File: config.mk
export PLATFORM = sky130hd
export DESIGN_NAME = sts_supervisor
export DESIGN_NICKNAME = d
export VERILOG_FILES = /design/src/sts_pkg.sv /design/src/sts_supervisor.sv
export VERILOG_INCLUDE_DIRS = /design/src
export SDC_FILE = /design/constraint.sdc
export NUM_CORES = 1
export LEC_CHECK = 0
export BUFFER_PORTS_ARGS = -buffer_cell sky130_fd_sc_hd__buf_2
export CORE_MARGIN = 4
export CORE_UTILIZATION = 40
export CTS_BUF_LIST = sky130_fd_sc_hd__clkbuf_16
export CTS_CLUSTER_DIAMETER = 40
export DETAILED_ROUTE_END_ITERATION = 10
export MAX_ROUTING_LAYER = met4
export SLEW_MARGIN = 20
export SYNTH_ARGS = -nofsm -noshare
export SYNTH_HDL_FRONTEND = slang
export SYNTH_SLANG_ARGS = --single-unit
File: constraint.sdc
create_clock -name mclk_i -period 1.9 [get_ports mclk_i]
set_clock_uncertainty 0.05 [all_clocks]
set_input_delay 0.285 -clock mclk_i [delete_from_list [all_inputs] [get_ports mclk_i]]
set_output_delay 0.285 -clock mclk_i [all_outputs]
set_load 0.005 [all_outputs]
File: src/sts_supervisor_params.svh
/*
  Constants of the supply, temperature and clock supervisor: register offsets,
  field positions, reset values and timing counts.
  Assumes a 100 MHz system clock on mclk_i and a 32-bit APB register bus.
*/
`ifndef STS_SUPERVISOR_PARAMS_SVH
`define STS_SUPERVISOR_PARAMS_SVH

// temperature thresholds of the external comparators, degrees C
`define STS_TEMP_WARN_C       100
`define STS_TEMP_SHUT_C       150

// timing
`define STS_CLK_PERIOD_NS     10
`define STS_POR_TIME_NS       10000
`define STS_POR_CYCLES        ((`STS_POR_TIME_NS + `STS_CLK_PERIOD_NS - 1) / `STS_CLK_PERIOD_NS)
`define STS_STALL_TIME_NS     1000
`define STS_STALL_CYCLES      (`STS_STALL_TIME_NS / `STS_CLK_PERIOD_NS)
`define STS_STILL_CLOCKS      (1 << 20)
`define STS_CNT_W             21

// register byte offsets
`define STS_ADDR_W            8
`define STS_OFS_STATUS        8'h00
`define STS_OFS_CONFIG        8'h04
`define STS_OFS_CSCALE        8'h08
`define STS_OFS_DRIVE         8'h0C

// status fields
`define STS_ST_WARN           0
`define STS_ST_SHUT           1
`define STS_ST_STILL          2
`define STS_ST_CLKEXT         3
`define STS_ST_CLKLOST        4
`define STS_ST_RUN            5

// config fields and reset value
`define STS_CFG_OFF_TIME_LSB  0
`define STS_CFG_OFF_TIME_W    4
`define STS_CFG_HSLOPE_LSB    4
`define STS_CFG_HSLOPE_W      2
`define STS_CFG_TCOMP         6
`define STS_CFG_W             7
`define STS_CFG_RST           7'h00
`define STS_HSLOPE_MAX        2'h3

// current scale
`define STS_CS_W              5
`define STS_CS_RST            5'h00

// serial response frame
`define STS_SIF_W             20
`define STS_SIF_PAD           12'h000

`endif

File: src/sts_pkg.sv
/*
  Types of the supply, temperature and clock supervisor.
  Assumes nothing of its surroundings.
*/
package sts_pkg;

  typedef enum logic [1:0] {
    ST_POR,
    ST_UVLO,
    ST_RUN
  } sts_state_t;

endpackage

File: src/sts_supervisor.sv
/*
  Supervisor of a stepper driver: temperature warning and shutdown, undervoltage
  and power-up reset, standstill detection, clock source selection, serial status
  shift register and an APB register file.
  Assumes synchronous monitor inputs on mclk_i, a short-to-ground fault input that
  may act without a clock, and an APB master as described in the hand-over.

*/
// Register access over APB and the register addresses were chosen for this implementation.
`timescale 1ns/1ns
`include "sts_supervisor_params.svh"

module sts_supervisor
  import sts_pkg::*;
#(
  parameter int unsigned STILL_CYCLES = `STS_STILL_CLOCKS
) (
  input  wire logic        mclk_i,              // system clock, 100 MHz
  input  wire logic        arst_n_i,            // asynchronous reset, active low
  input  wire logic        psel_i,              // apb select
  input  wire logic        penable_i,           // apb enable
  input  wire logic        pwrite_i,            // apb write
  input  wire logic [7:0]  paddr_i,             // apb byte address
  input  wire logic [31:0] pwdata_i,            // apb write data
  output logic      [31:0] prdata_o,            // apb read data
  output logic             pready_o,            // apb ready
  output logic             pslverr_o,           // apb error
  input  wire logic        temp_warn_i,         // warning comparator tripped
  input  wire logic        temp_shut_i,         // shutdown comparator tripped
  input  wire logic        uv_logic_i,          // logic supply undervoltage
  input  wire logic        uv_main_i,           // main supply undervoltage
  input  wire logic        bridge_disable_input_i, // hardware bridge disable
  input  wire logic        s2g_fault_i,         // short-to-ground latch, clockless
  input  wire logic        step_i,              // step input
  input  wire logic        ext_clk_i,           // clock input pin level
  input  wire logic        sif_cs_n_i,          // serial chip select, active low
  input  wire logic        sif_sck_i,           // serial clock level
  input  wire logic        sif_sdi_i,           // serial data in
  output logic             sif_sdo_o,           // serial data out
  output logic             bridge_enable_o,     // power bridge enable
  output logic             osc_enable_o,        // internal oscillator enable
  output logic             clk_sel_ext_o,       // external clock selected
  output logic [1:0]       high_side_drive_o,   // effective high-side drive step
  output logic             logic_run_o          // clocked logic operating
);

  localparam int unsigned POR_CYCLES   = `STS_POR_CYCLES;
  localparam int unsigned STALL_CYCLES = `STS_STALL_CYCLES;

  sts_state_t                   state_reg;
  logic [15:0]                  por_cnt_reg;
  logic                         sys_rst;
  logic                         uv_any;
  logic                         clk_ext_reg;
  logic                         ext_prev_reg;
  logic [15:0]                  stall_cnt_reg;
  logic                         clk_lost_reg;
  logic                         run;
  logic                         warn_reg;
  logic                         shut_reg;
  logic                         bridge_en_reg;
  logic [`STS_CFG_W-1:0]        cfg_reg;
  logic [`STS_CS_W-1:0]         cscale_reg;
  logic [1:0]                   drive_reg;
  logic [1:0]                   hs_slope;
  logic [`STS_CNT_W-1:0]        still_cnt_reg;
  logic                         still_reg;
  logic [`STS_SIF_W-1:0]        sif_sr_reg;
  logic                         sck_prev_reg;
  logic                         cs_prev_reg;
  logic [31:0]                  prdata_reg;
  logic                         pslverr_reg;
  logic [31:0]                  rd_mux;
  logic                         mapped;
  logic                         wr_en;

  assign uv_any  = uv_logic_i | uv_main_i;
  assign sys_rst = (state_reg != ST_RUN);
  assign run     = ~sys_rst & ~clk_lost_reg;
  assign hs_slope = cfg_reg[`STS_CFG_HSLOPE_LSB +: `STS_CFG_HSLOPE_W];

  // reset sequencer: power-up delay, undervoltage hold
  always_ff @(posedge mclk_i or negedge arst_n_i) begin
    if (!arst_n_i) begin
      state_reg <= ST_POR;
    end else begin
      unique case (state_reg)
        ST_POR: begin
          if (uv_any) begin
            state_reg <= ST_UVLO;
          end else if (por_cnt_reg == 16'(POR_CYCLES - 1)) begin
            state_reg <= ST_RUN;
          end
        end
        ST_UVLO: begin
          if (!uv_any) begin
            state_reg <= ST_POR;
          end
        end
        ST_RUN: begin
          if (uv_any) begin
            state_reg <= ST_UVLO;
          end
        end
      endcase
    end
  end

  always_ff @(posedge mclk_i or negedge arst_n_i) begin
    if (!arst_n_i) begin
      por_cnt_reg <= 16'h0000;
    end else if (state_reg == ST_POR) begin
      por_cnt_reg <= por_cnt_reg + 16'h0001;
    end else begin
      por_cnt_reg <= 16'h0000;
    end
  end

  // clock source: first high selects external, held until next reset
  always_ff @(posedge mclk_i or negedge arst_n_i) begin
    if (!arst_n_i) begin
      clk_ext_reg <= 1'b0;
    end else if (sys_rst) begin
      clk_ext_reg <= 1'b0;
    end else if (ext_clk_i) begin
      clk_ext_reg <= 1'b1;
    end
  end

  // stopped external clock: no edge for a stall time halts the logic
  always_ff @(posedge mclk_i or negedge arst_n_i) begin
    if (!arst_n_i) begin
      ext_prev_reg  <= 1'b0;
      stall_cnt_reg <= 16'h0000;
      clk_lost_reg  <= 1'b0;
    end else begin
      ext_prev_reg <= ext_clk_i;
      if (sys_rst || !clk_ext_reg || (ext_clk_i != ext_prev_reg)) begin
        stall_cnt_reg <= 16'h0000;
        clk_lost_reg  <= 1'b0;
      end else if (stall_cnt_reg == 16'(STALL_CYCLES - 1)) begin
        clk_lost_reg  <= 1'b1;
      end else begin
        stall_cnt_reg <= stall_cnt_reg + 16'h0001;
      end
    end
  end

  // temperature flags: warning follows the level, shutdown latches
  always_ff @(posedge mclk_i or negedge arst_n_i) begin
    if (!arst_n_i) begin
      warn_reg <= 1'b0;
      shut_reg <= 1'b0;
    end else if (sys_rst) begin
      warn_reg <= 1'b0;
      shut_reg <= 1'b0;
    end else begin
      warn_reg <= temp_warn_i;
      if (temp_shut_i) begin
        shut_reg <= 1'b1;
      end
    end
  end

  // bridge enable; a zero off time also disables it
  always_ff @(posedge mclk_i or negedge arst_n_i) begin
    if (!arst_n_i) begin
      bridge_en_reg <= 1'b0;
    end else begin
      bridge_en_reg <= run & ~shut_reg & ~bridge_disable_input_i
                       & (cfg_reg[`STS_CFG_OFF_TIME_LSB +: `STS_CFG_OFF_TIME_W] != '0);
    end
  end

  // short-to-ground fault cuts the bridge without any clock edge
  assign bridge_enable_o = bridge_en_reg & ~s2g_fault_i;

  // high-side drive, one step up when compensated and warm
  always_ff @(posedge mclk_i or negedge arst_n_i) begin
    if (!arst_n_i) begin
      drive_reg <= 2'h0;
    end else if (sys_rst) begin
      drive_reg <= 2'h0;
    end else if (cfg_reg[`STS_CFG_TCOMP] && warn_reg && hs_slope != `STS_HSLOPE_MAX) begin
      drive_reg <= hs_slope + 2'h1;
    end else begin
      drive_reg <= hs_slope;
    end
  end

  // standstill detection
  always_ff @(posedge mclk_i or negedge arst_n_i) begin
    if (!arst_n_i) begin
      still_cnt_reg <= '0;
      still_reg     <= 1'b0;
    end else if (sys_rst) begin
      still_cnt_reg <= '0;
      still_reg     <= 1'b0;
    end else if (run) begin
      if (step_i) begin
        still_cnt_reg <= '0;
        still_reg     <= 1'b0;
      end else if (still_cnt_reg == `STS_CNT_W'(STILL_CYCLES - 1)) begin
        still_reg     <= 1'b1;
      end else begin
        still_cnt_reg <= still_cnt_reg + 1'b1;
      end
    end
  end

  // serial status shift register, held clear in reset
  always_ff @(posedge mclk_i or negedge arst_n_i) begin
    if (!arst_n_i) begin
      sif_sr_reg   <= '0;
      sck_prev_reg <= 1'b0;
      cs_prev_reg  <= 1'b1;
    end else if (sys_rst) begin
      sif_sr_reg   <= '0;
      sck_prev_reg <= 1'b0;
      cs_prev_reg  <= 1'b1;
    end else if (run) begin
      sck_prev_reg <= sif_sck_i;
      cs_prev_reg  <= sif_cs_n_i;
      if (cs_prev_reg && !sif_cs_n_i) begin
        sif_sr_reg <= {cscale_reg, `STS_SIF_PAD, still_reg, shut_reg, warn_reg};
      end else if (!sif_cs_n_i && sif_sck_i && !sck_prev_reg) begin
        sif_sr_reg <= {sif_sr_reg[`STS_SIF_W-2:0], sif_sdi_i};
      end
    end
  end

  assign sif_sdo_o = sif_sr_reg[`STS_SIF_W-1];

  // apb decode
  always_comb begin
    mapped = 1'b1;
    rd_mux = 32'h0000_0000;
    unique case (paddr_i)
      `STS_OFS_STATUS: begin
        rd_mux[`STS_ST_WARN]    = warn_reg;
        rd_mux[`STS_ST_SHUT]    = shut_reg;
        rd_mux[`STS_ST_STILL]   = still_reg;
        rd_mux[`STS_ST_CLKEXT]  = clk_ext_reg;
        rd_mux[`STS_ST_CLKLOST] = clk_lost_reg;
        rd_mux[`STS_ST_RUN]     = ~sys_rst;
      end
      `STS_OFS_CONFIG: rd_mux[`STS_CFG_W-1:0] = cfg_reg;
      `STS_OFS_CSCALE: rd_mux[`STS_CS_W-1:0]  = cscale_reg;
      `STS_OFS_DRIVE:  rd_mux[1:0]            = drive_reg;
      default:         mapped                 = 1'b0;
    endcase
  end

  assign wr_en = psel_i & penable_i & pwrite_i & mapped & ~sys_rst;

  always_ff @(posedge mclk_i or negedge arst_n_i) begin
    if (!arst_n_i) begin
      prdata_reg  <= 32'h0000_0000;
      pslverr_reg <= 1'b0;
    end else if (psel_i && !penable_i) begin
      prdata_reg  <= (sys_rst || pwrite_i) ? 32'h0000_0000 : rd_mux;
      pslverr_reg <= ~mapped;
    end
  end

  always_ff @(posedge mclk_i or negedge arst_n_i) begin
    if (!arst_n_i) begin
      cfg_reg    <= `STS_CFG_RST;
      cscale_reg <= `STS_CS_RST;
    end else if (sys_rst) begin
      cfg_reg    <= `STS_CFG_RST;
      cscale_reg <= `STS_CS_RST;
    end else if (wr_en && paddr_i == `STS_OFS_CONFIG) begin
      cfg_reg    <= pwdata_i[`STS_CFG_W-1:0];
    end else if (wr_en && paddr_i == `STS_OFS_CSCALE) begin
      cscale_reg <= pwdata_i[`STS_CS_W-1:0];
    end
  end

  assign prdata_o          = prdata_reg;
  assign pslverr_o         = pslverr_reg & psel_i & penable_i;
  assign pready_o          = psel_i & penable_i;
  assign osc_enable_o      = ~clk_ext_reg;
  assign clk_sel_ext_o     = clk_ext_reg;
  assign high_side_drive_o = drive_reg;
  assign logic_run_o       = run;
endmodule

# ---- Yosys cells after proc, flatten, opt, wreduce, memory -nomap -nowiden
# Index checks and enable logic that the tools add are counted.
dict set report word_totals {
  regBits 131
  latch_bits 0
  ramBits 0
  rom_bits 0
  in_bits 56
  output_inout_bits 41
  wordCells 135
  memories 0
}
dict set report classes {
  add_sub_neg 4
  n_mul 0
  n_div 0
  magnitude_cmp 0
  eq_ne 17
  shifts 0
  mux 44
  n_bitwise 19
  reduce_logical 32
}
# operator n
set op_table {}
lappend op_table {{21-bit 2-to-1 mux} 4}
lappend op_table {{20-bit 2-to-1 mux} 4}
lappend op_table {{16-bit 2-to-1 mux} 3}
lappend op_table {{16-bit by 1-bit adder with 16-bit output, second input constant} 2}
lappend op_table {{21-bit by 1-bit adder with 21-bit output, second input constant} 1}
lappend op_table {{21-bit by 20-bit == test with 1-bit output, second input constant} 1}
lappend op_table {{7-bit 2-to-1 mux} 3}
lappend op_table {{1-bit 2-to-1 mux} 17}
lappend op_table {{16-bit by 10-bit == test with 1-bit output, second input constant} 1}
lappend op_table {{16-bit by 7-bit == test with 1-bit output, second input constant} 1}
lappend op_table {{8-bit by 4-bit == test with 1-bit output, second input constant} 2}
lappend op_table {{5-bit 2-to-1 mux} 3}
lappend op_table {{2-bit 2-to-1 mux} 6}
lappend op_table {{2-bit != test, second input constant} 6}
lappend op_table {{2-bit nonzero test} 6}
lappend op_table {{1-bit AND} 11}
lappend op_table {{3-bit case mux with 3 select lines} 1}
lappend op_table {{8-bit by 3-bit == test with 1-bit output, second input constant} 1}
lappend op_table {{1-bit logical AND} 8}
lappend op_table {{8-bit zero test} 1}
lappend op_table {{2-bit case mux with 4 select lines} 1}
lappend op_table {{2-bit AND reduction} 4}
lappend op_table {{1-bit NOT} 7}
lappend op_table {{3-bit != test, second input constant} 2}
lappend op_table {{14 further kinds} 20}

# ---- Logic depth before layout (Yosys ltp)
dict set report logic_depth {
  word_depth 9
  depth_mapped 9
  ltp_nobuf 7
}

# ---- Least setup slack after synthesis
# No wires, ideal clock.
dict set report synth_path {
  kind {flip-flop to flip-flop}
  start {register state_reg[0]}
  end {register still_cnt_reg[12]}
  setup_ns 0.066
  arrival_time_ns 1.801
  required_time_ns 1.784
  path_slack_ns -0.017
  path_stages_with_launch 10
  n_path_buf 2
  period_less_slack_ns 1.917
  cell_sequence {dfrtp_1 -> inv_1 -> ha_1 -> buf_6 -> and2_4 -> buf_6 -> nor3_2 -> o21ai_1 -> or4_1 -> nand2_1}
}
dict set report synth_via {
  elab_chain_cells 5
  word_cells_on_any_way 7
  classes_between {eq/ne: 2; mux: 1; bitwise: 2; reduce/logical: 2}
}
# element line
set synth_lines {}
lappend synth_lines {{start: declaration} sts_supervisor.sv:50} ;# sts_state_t state_reg;
lappend synth_lines {{start signal: assignment} sts_supervisor.sv:85} ;# state_reg <= ST_POR;
lappend synth_lines {{start signal: assignment} sts_supervisor.sv:90} ;# state_reg <= ST_UVLO;
lappend synth_lines {{start signal: assignment} sts_supervisor.sv:92} ;# state_reg <= ST_RUN;
lappend synth_lines {{2-bit != test (*)} sts_supervisor.sv:78} ;# assign sys_rst = (state_reg != ST_RUN);
lappend synth_lines {{1-bit NOT} sts_supervisor.sv:79} ;# assign run = ~sys_rst & ~clk_lost_reg;
lappend synth_lines {{1-bit AND} sts_supervisor.sv:79}
lappend synth_lines {{2-bit nonzero test (no source line)} -}
lappend synth_lines {{2-bit AND reduction (no source line)} -}
lappend synth_lines {{end signal: assignment} sts_supervisor.sv:206} ;# still_cnt_reg <= still_cnt_reg + 1'b1;
lappend synth_lines {{end: declaration} sts_supervisor.sv:66} ;# logic [`STS_CNT_W-1:0] still_cnt_reg;
# Mark *: on every way between the ends. The rest lies on a longest branch, timed or not.
# A chain may end at the register's enable or synchronous reset.

# ---- Worst setup path after layout
dict set report layout_path {
  start {register stall_cnt_reg[11]}
  end {register stall_cnt_reg[1]}
}
dict set report layout_via {
  elab_chain_cells 2
}
# element line
set layout_lines {}
lappend layout_lines {{start: declaration} sts_supervisor.sv:56} ;# logic [15:0] stall_cnt_reg;
lappend layout_lines {{start signal: assignment} sts_supervisor.sv:144} ;# stall_cnt_reg <= stall_cnt_reg + 16'h0001;
lappend layout_lines {{16-bit by 7-bit == test with 1-bit output} sts_supervisor.sv:141} ;# end else if (stall_cnt_reg == 16'(STALL_CYCLES - 1)) begin
lappend layout_lines {{2-bit != test (no source line)} -}
# Every way passes these cells.

==> results_dict.tcl <==
set metrics [dict create \
    run_status "finished, final reports clean" \
    grt_usage_pct 15.6 \
    required_ns 2.09 \
    worst_setup_path_start_kind "register" \
    core_area_mm2 0.0132 \
    rsz0062_at_grt "yes" \
    p_per_area_mw_per_mm2 737 \
    design_area_mm2 0.00643 \
    num_vias 4113 \
    die_h_um 124 \
    ys_seq_area_share_pct 49.1 \
    ir_worst_vdd_mv 0.473 \
    yosys.area_share.adder_pct 1.62 \
    synth-xor-area-share_pct 6.48 \
    grt_remaining_overflow 0 \
    drtPass1Iterations 4 \
    min_path_type "input pin to register" \
    setup_tns_ns 0 \
    cts_tree "done" \
    critPathArrivalTime_ns 2.07 \
    cts.clk_slew.worst_paths_ns 0.07 \
    drtIter0Drc 329 \
    synth_top_family_by_area "simple AND/OR/NAND/NOR gates" \
    synth_compound_area_share_pct 10.7 \
    setup_viol 0 \
    mostFrequentLayoutCells "dfrtp_1, nand2_1, nor2_1, buf_4, buf_2" \
    antenna_found_initial 1 \
    largest_reg_flops 21 \
    htreeDepth 3 \
    netlist_instances 554 \
    fin_nets 702 \
    final-seq-area_mm2 0.00266 \
    dp.cells 791 \
    cts_made_buffers 9 \
    ys.warnings.count 0 \
    areaGrowthSynthToFinish_pct 18.9 \
    synth.cell_area_mm2 0.00541 \
    die_width_um 124 \
    final_common_cell "dfrtp_1" \
    end_kind "register" \
    portBuffers 46 \
    hpwl_mm 8.18 \
    hold_violations 0 \
    total_power_mw 4.74 \
    drc 0 \
    layoutNonFillerInstCount 821 \
    ios 97 \
    wl_per_cell_um 13.9 \
    p_leak_nw 2.87 \
    layout-drive-gt1-share_pct 21.4 \
    synth_edf_count 0 \
    crit_path_max_fanout 4 \
    clkLatencyLatePin_ns 0.35 \
    ant_nets 0 \
    syn_avg_cell_area_um2 9.76 \
    slew_viol_final 0 \
    final_core_util_pct 48.6 \
    drv_cap 0 \
    n_fill_cell 1265 \
    cts_buffer_depth 2 \
    grt_pass1_wl_mm 19.5 \
    synth_mux_area_share_pct 3.42 \
    ys_ff_latch 106 \
    core.rowCount 42 \
    root_buffer "clkbuf_16" \
    initial_utilization_pct 40.8 \
    synth_cell_type_count 61 \
    synthSimpleGateAreaFrac_pct 22.3 \
    dpl_cell_area_mm2 0.00598 \
    fin_crit_ns 1.88 \
    grt_pass1_vias 3993 \
    synthArstFlopShare_pct 100 \
    max_freq_mhz 531 \
    multi_input_area_mm2 0.00258 \
    gp_congestion 0.820 \
    die_area_mm2 0.0154 \
    wl_mm 11.4 \
    clock-sinks 106 \
    grt_max_degree 41 \
    path_class "register to register" \
    finalCritPeriodShare_pct 99.2 \
    ys_dominant_reg_cell "dfrtp_1" \
    vias_per_cell 5.01 \
]
cell type report:
| cell class | count | share of cell area (%) |
|---|---|---|
| Sequential cell | 106 | 41.3 |
| Multi-Input combinational cell | 414 | 40.1 |
| Timing Repair Buffer | 96 | 10.1 |
| Clock buffer | 9 | 3.50 |
| Tap cell | 176 | 3.42 |
| Clock inverter | 7 | 0.798 |
| Inverter | 12 | 0.700 |
| Antenna cell | 1 | 0.0389 |
worst max-delay path, stage by stage, from the launching register on:
cell and delay (ns):
dfrtp_1 0.40, or4_1 0.54, nor4_2 0.20, nand4_1 0.28, mux2i_1 0.25, nor2_1 0.05
worst paths after layout:
path	from	end	slack [ns]	depth (start not counted)
setup / recovery	stall_cnt_reg[11]	stall_cnt_reg[1]	0.02	5
hold / removal	ext_clk_i	ext_prev_reg	0.03	1
setup reg to reg	stall_cnt_reg[11]	stall_cnt_reg[1]	0.02	5
hold reg to reg	prdata_o[5]	prdata_o[5]	0.42	2
max in group asynchronous	arst_n_i	cs_prev_reg	0.88	3
min in group asynchronous	arst_n_i	stall_cnt_reg[6]	0.36	2
routing by layer:
metal | up-vias | routed length (µm) | track usage [%]
li1 | 2043 | - | -
met1 | 1967 | 5240 | 20.2
met2 | 85 | 5300 | 23.8
met3 | 18 | 633 | 3.95
met4 | 0 | 224 | 5.80
met5 | - | 0 | -
cell usage after synthesis (10+ instances only):
cell | instances | area, µm²
a21oi_1 | 11 | 55.1
and2_1 | 19 | 119
buf_4 | 25 | 188
clkbuf_1 | 15 | 56.3
dfrtp_1 | 105 | 2630
inv_1 | 12 | 45.0
mux2i_1 | 14 | 140
nand2_1 | 76 | 285
nand3_1 | 20 | 100
nand4_1 | 11 | 68.8
nor2_1 | 55 | 206
nor3_1 | 10 | 50.1
o21ai_0 | 34 | 170
xnor2_1 | 22 | 193
xor2_1 | 18 | 158
cells by family (layout without fill, tap and decap cells):
group	Yosys count	in the layout
AND/OR/NAND/NOR	240	240
flip-flops	106	106
AO/OA/AOI/OAI	86	86
buffers and inverters	58	124
XOR/XNOR	40	40
multiplexers	16	16
adder cells (fa/ha/maj)	7	7
other	1	26
repair_timing:
item	4_1_cts	5_1_grt
setup buffers	4	8
gates resized for setup	5	11
hold endpoints to repair	26	0
hold buffers	1	0
setup endpoints to repair	9	24
pin swaps	1	9
metrics by stage:
step / setup slack (ns) / hold WS (ns)
2_1_floorplan: 0.00704 / -0.0606
3_3_place_gp: 0.00874 / 0.202
3_5_place_dp: -0.0804 / 0.204
4_1_cts: 0.0267 / 0.0146
5_1_grt: -0.0416 / 0.0263
6_report: 0.0151 / 0.0264
where the power goes:
part           internal [mW]  total [mW]  switching (mW)  leakage (nW)
Combinational          0.246       0.598           0.351          1.27
Clock                  0.897        1.76           0.867         0.132
Sequential              2.32        2.38          0.0577          1.47
No activity file was read; power rests on OpenSTA's default activity.
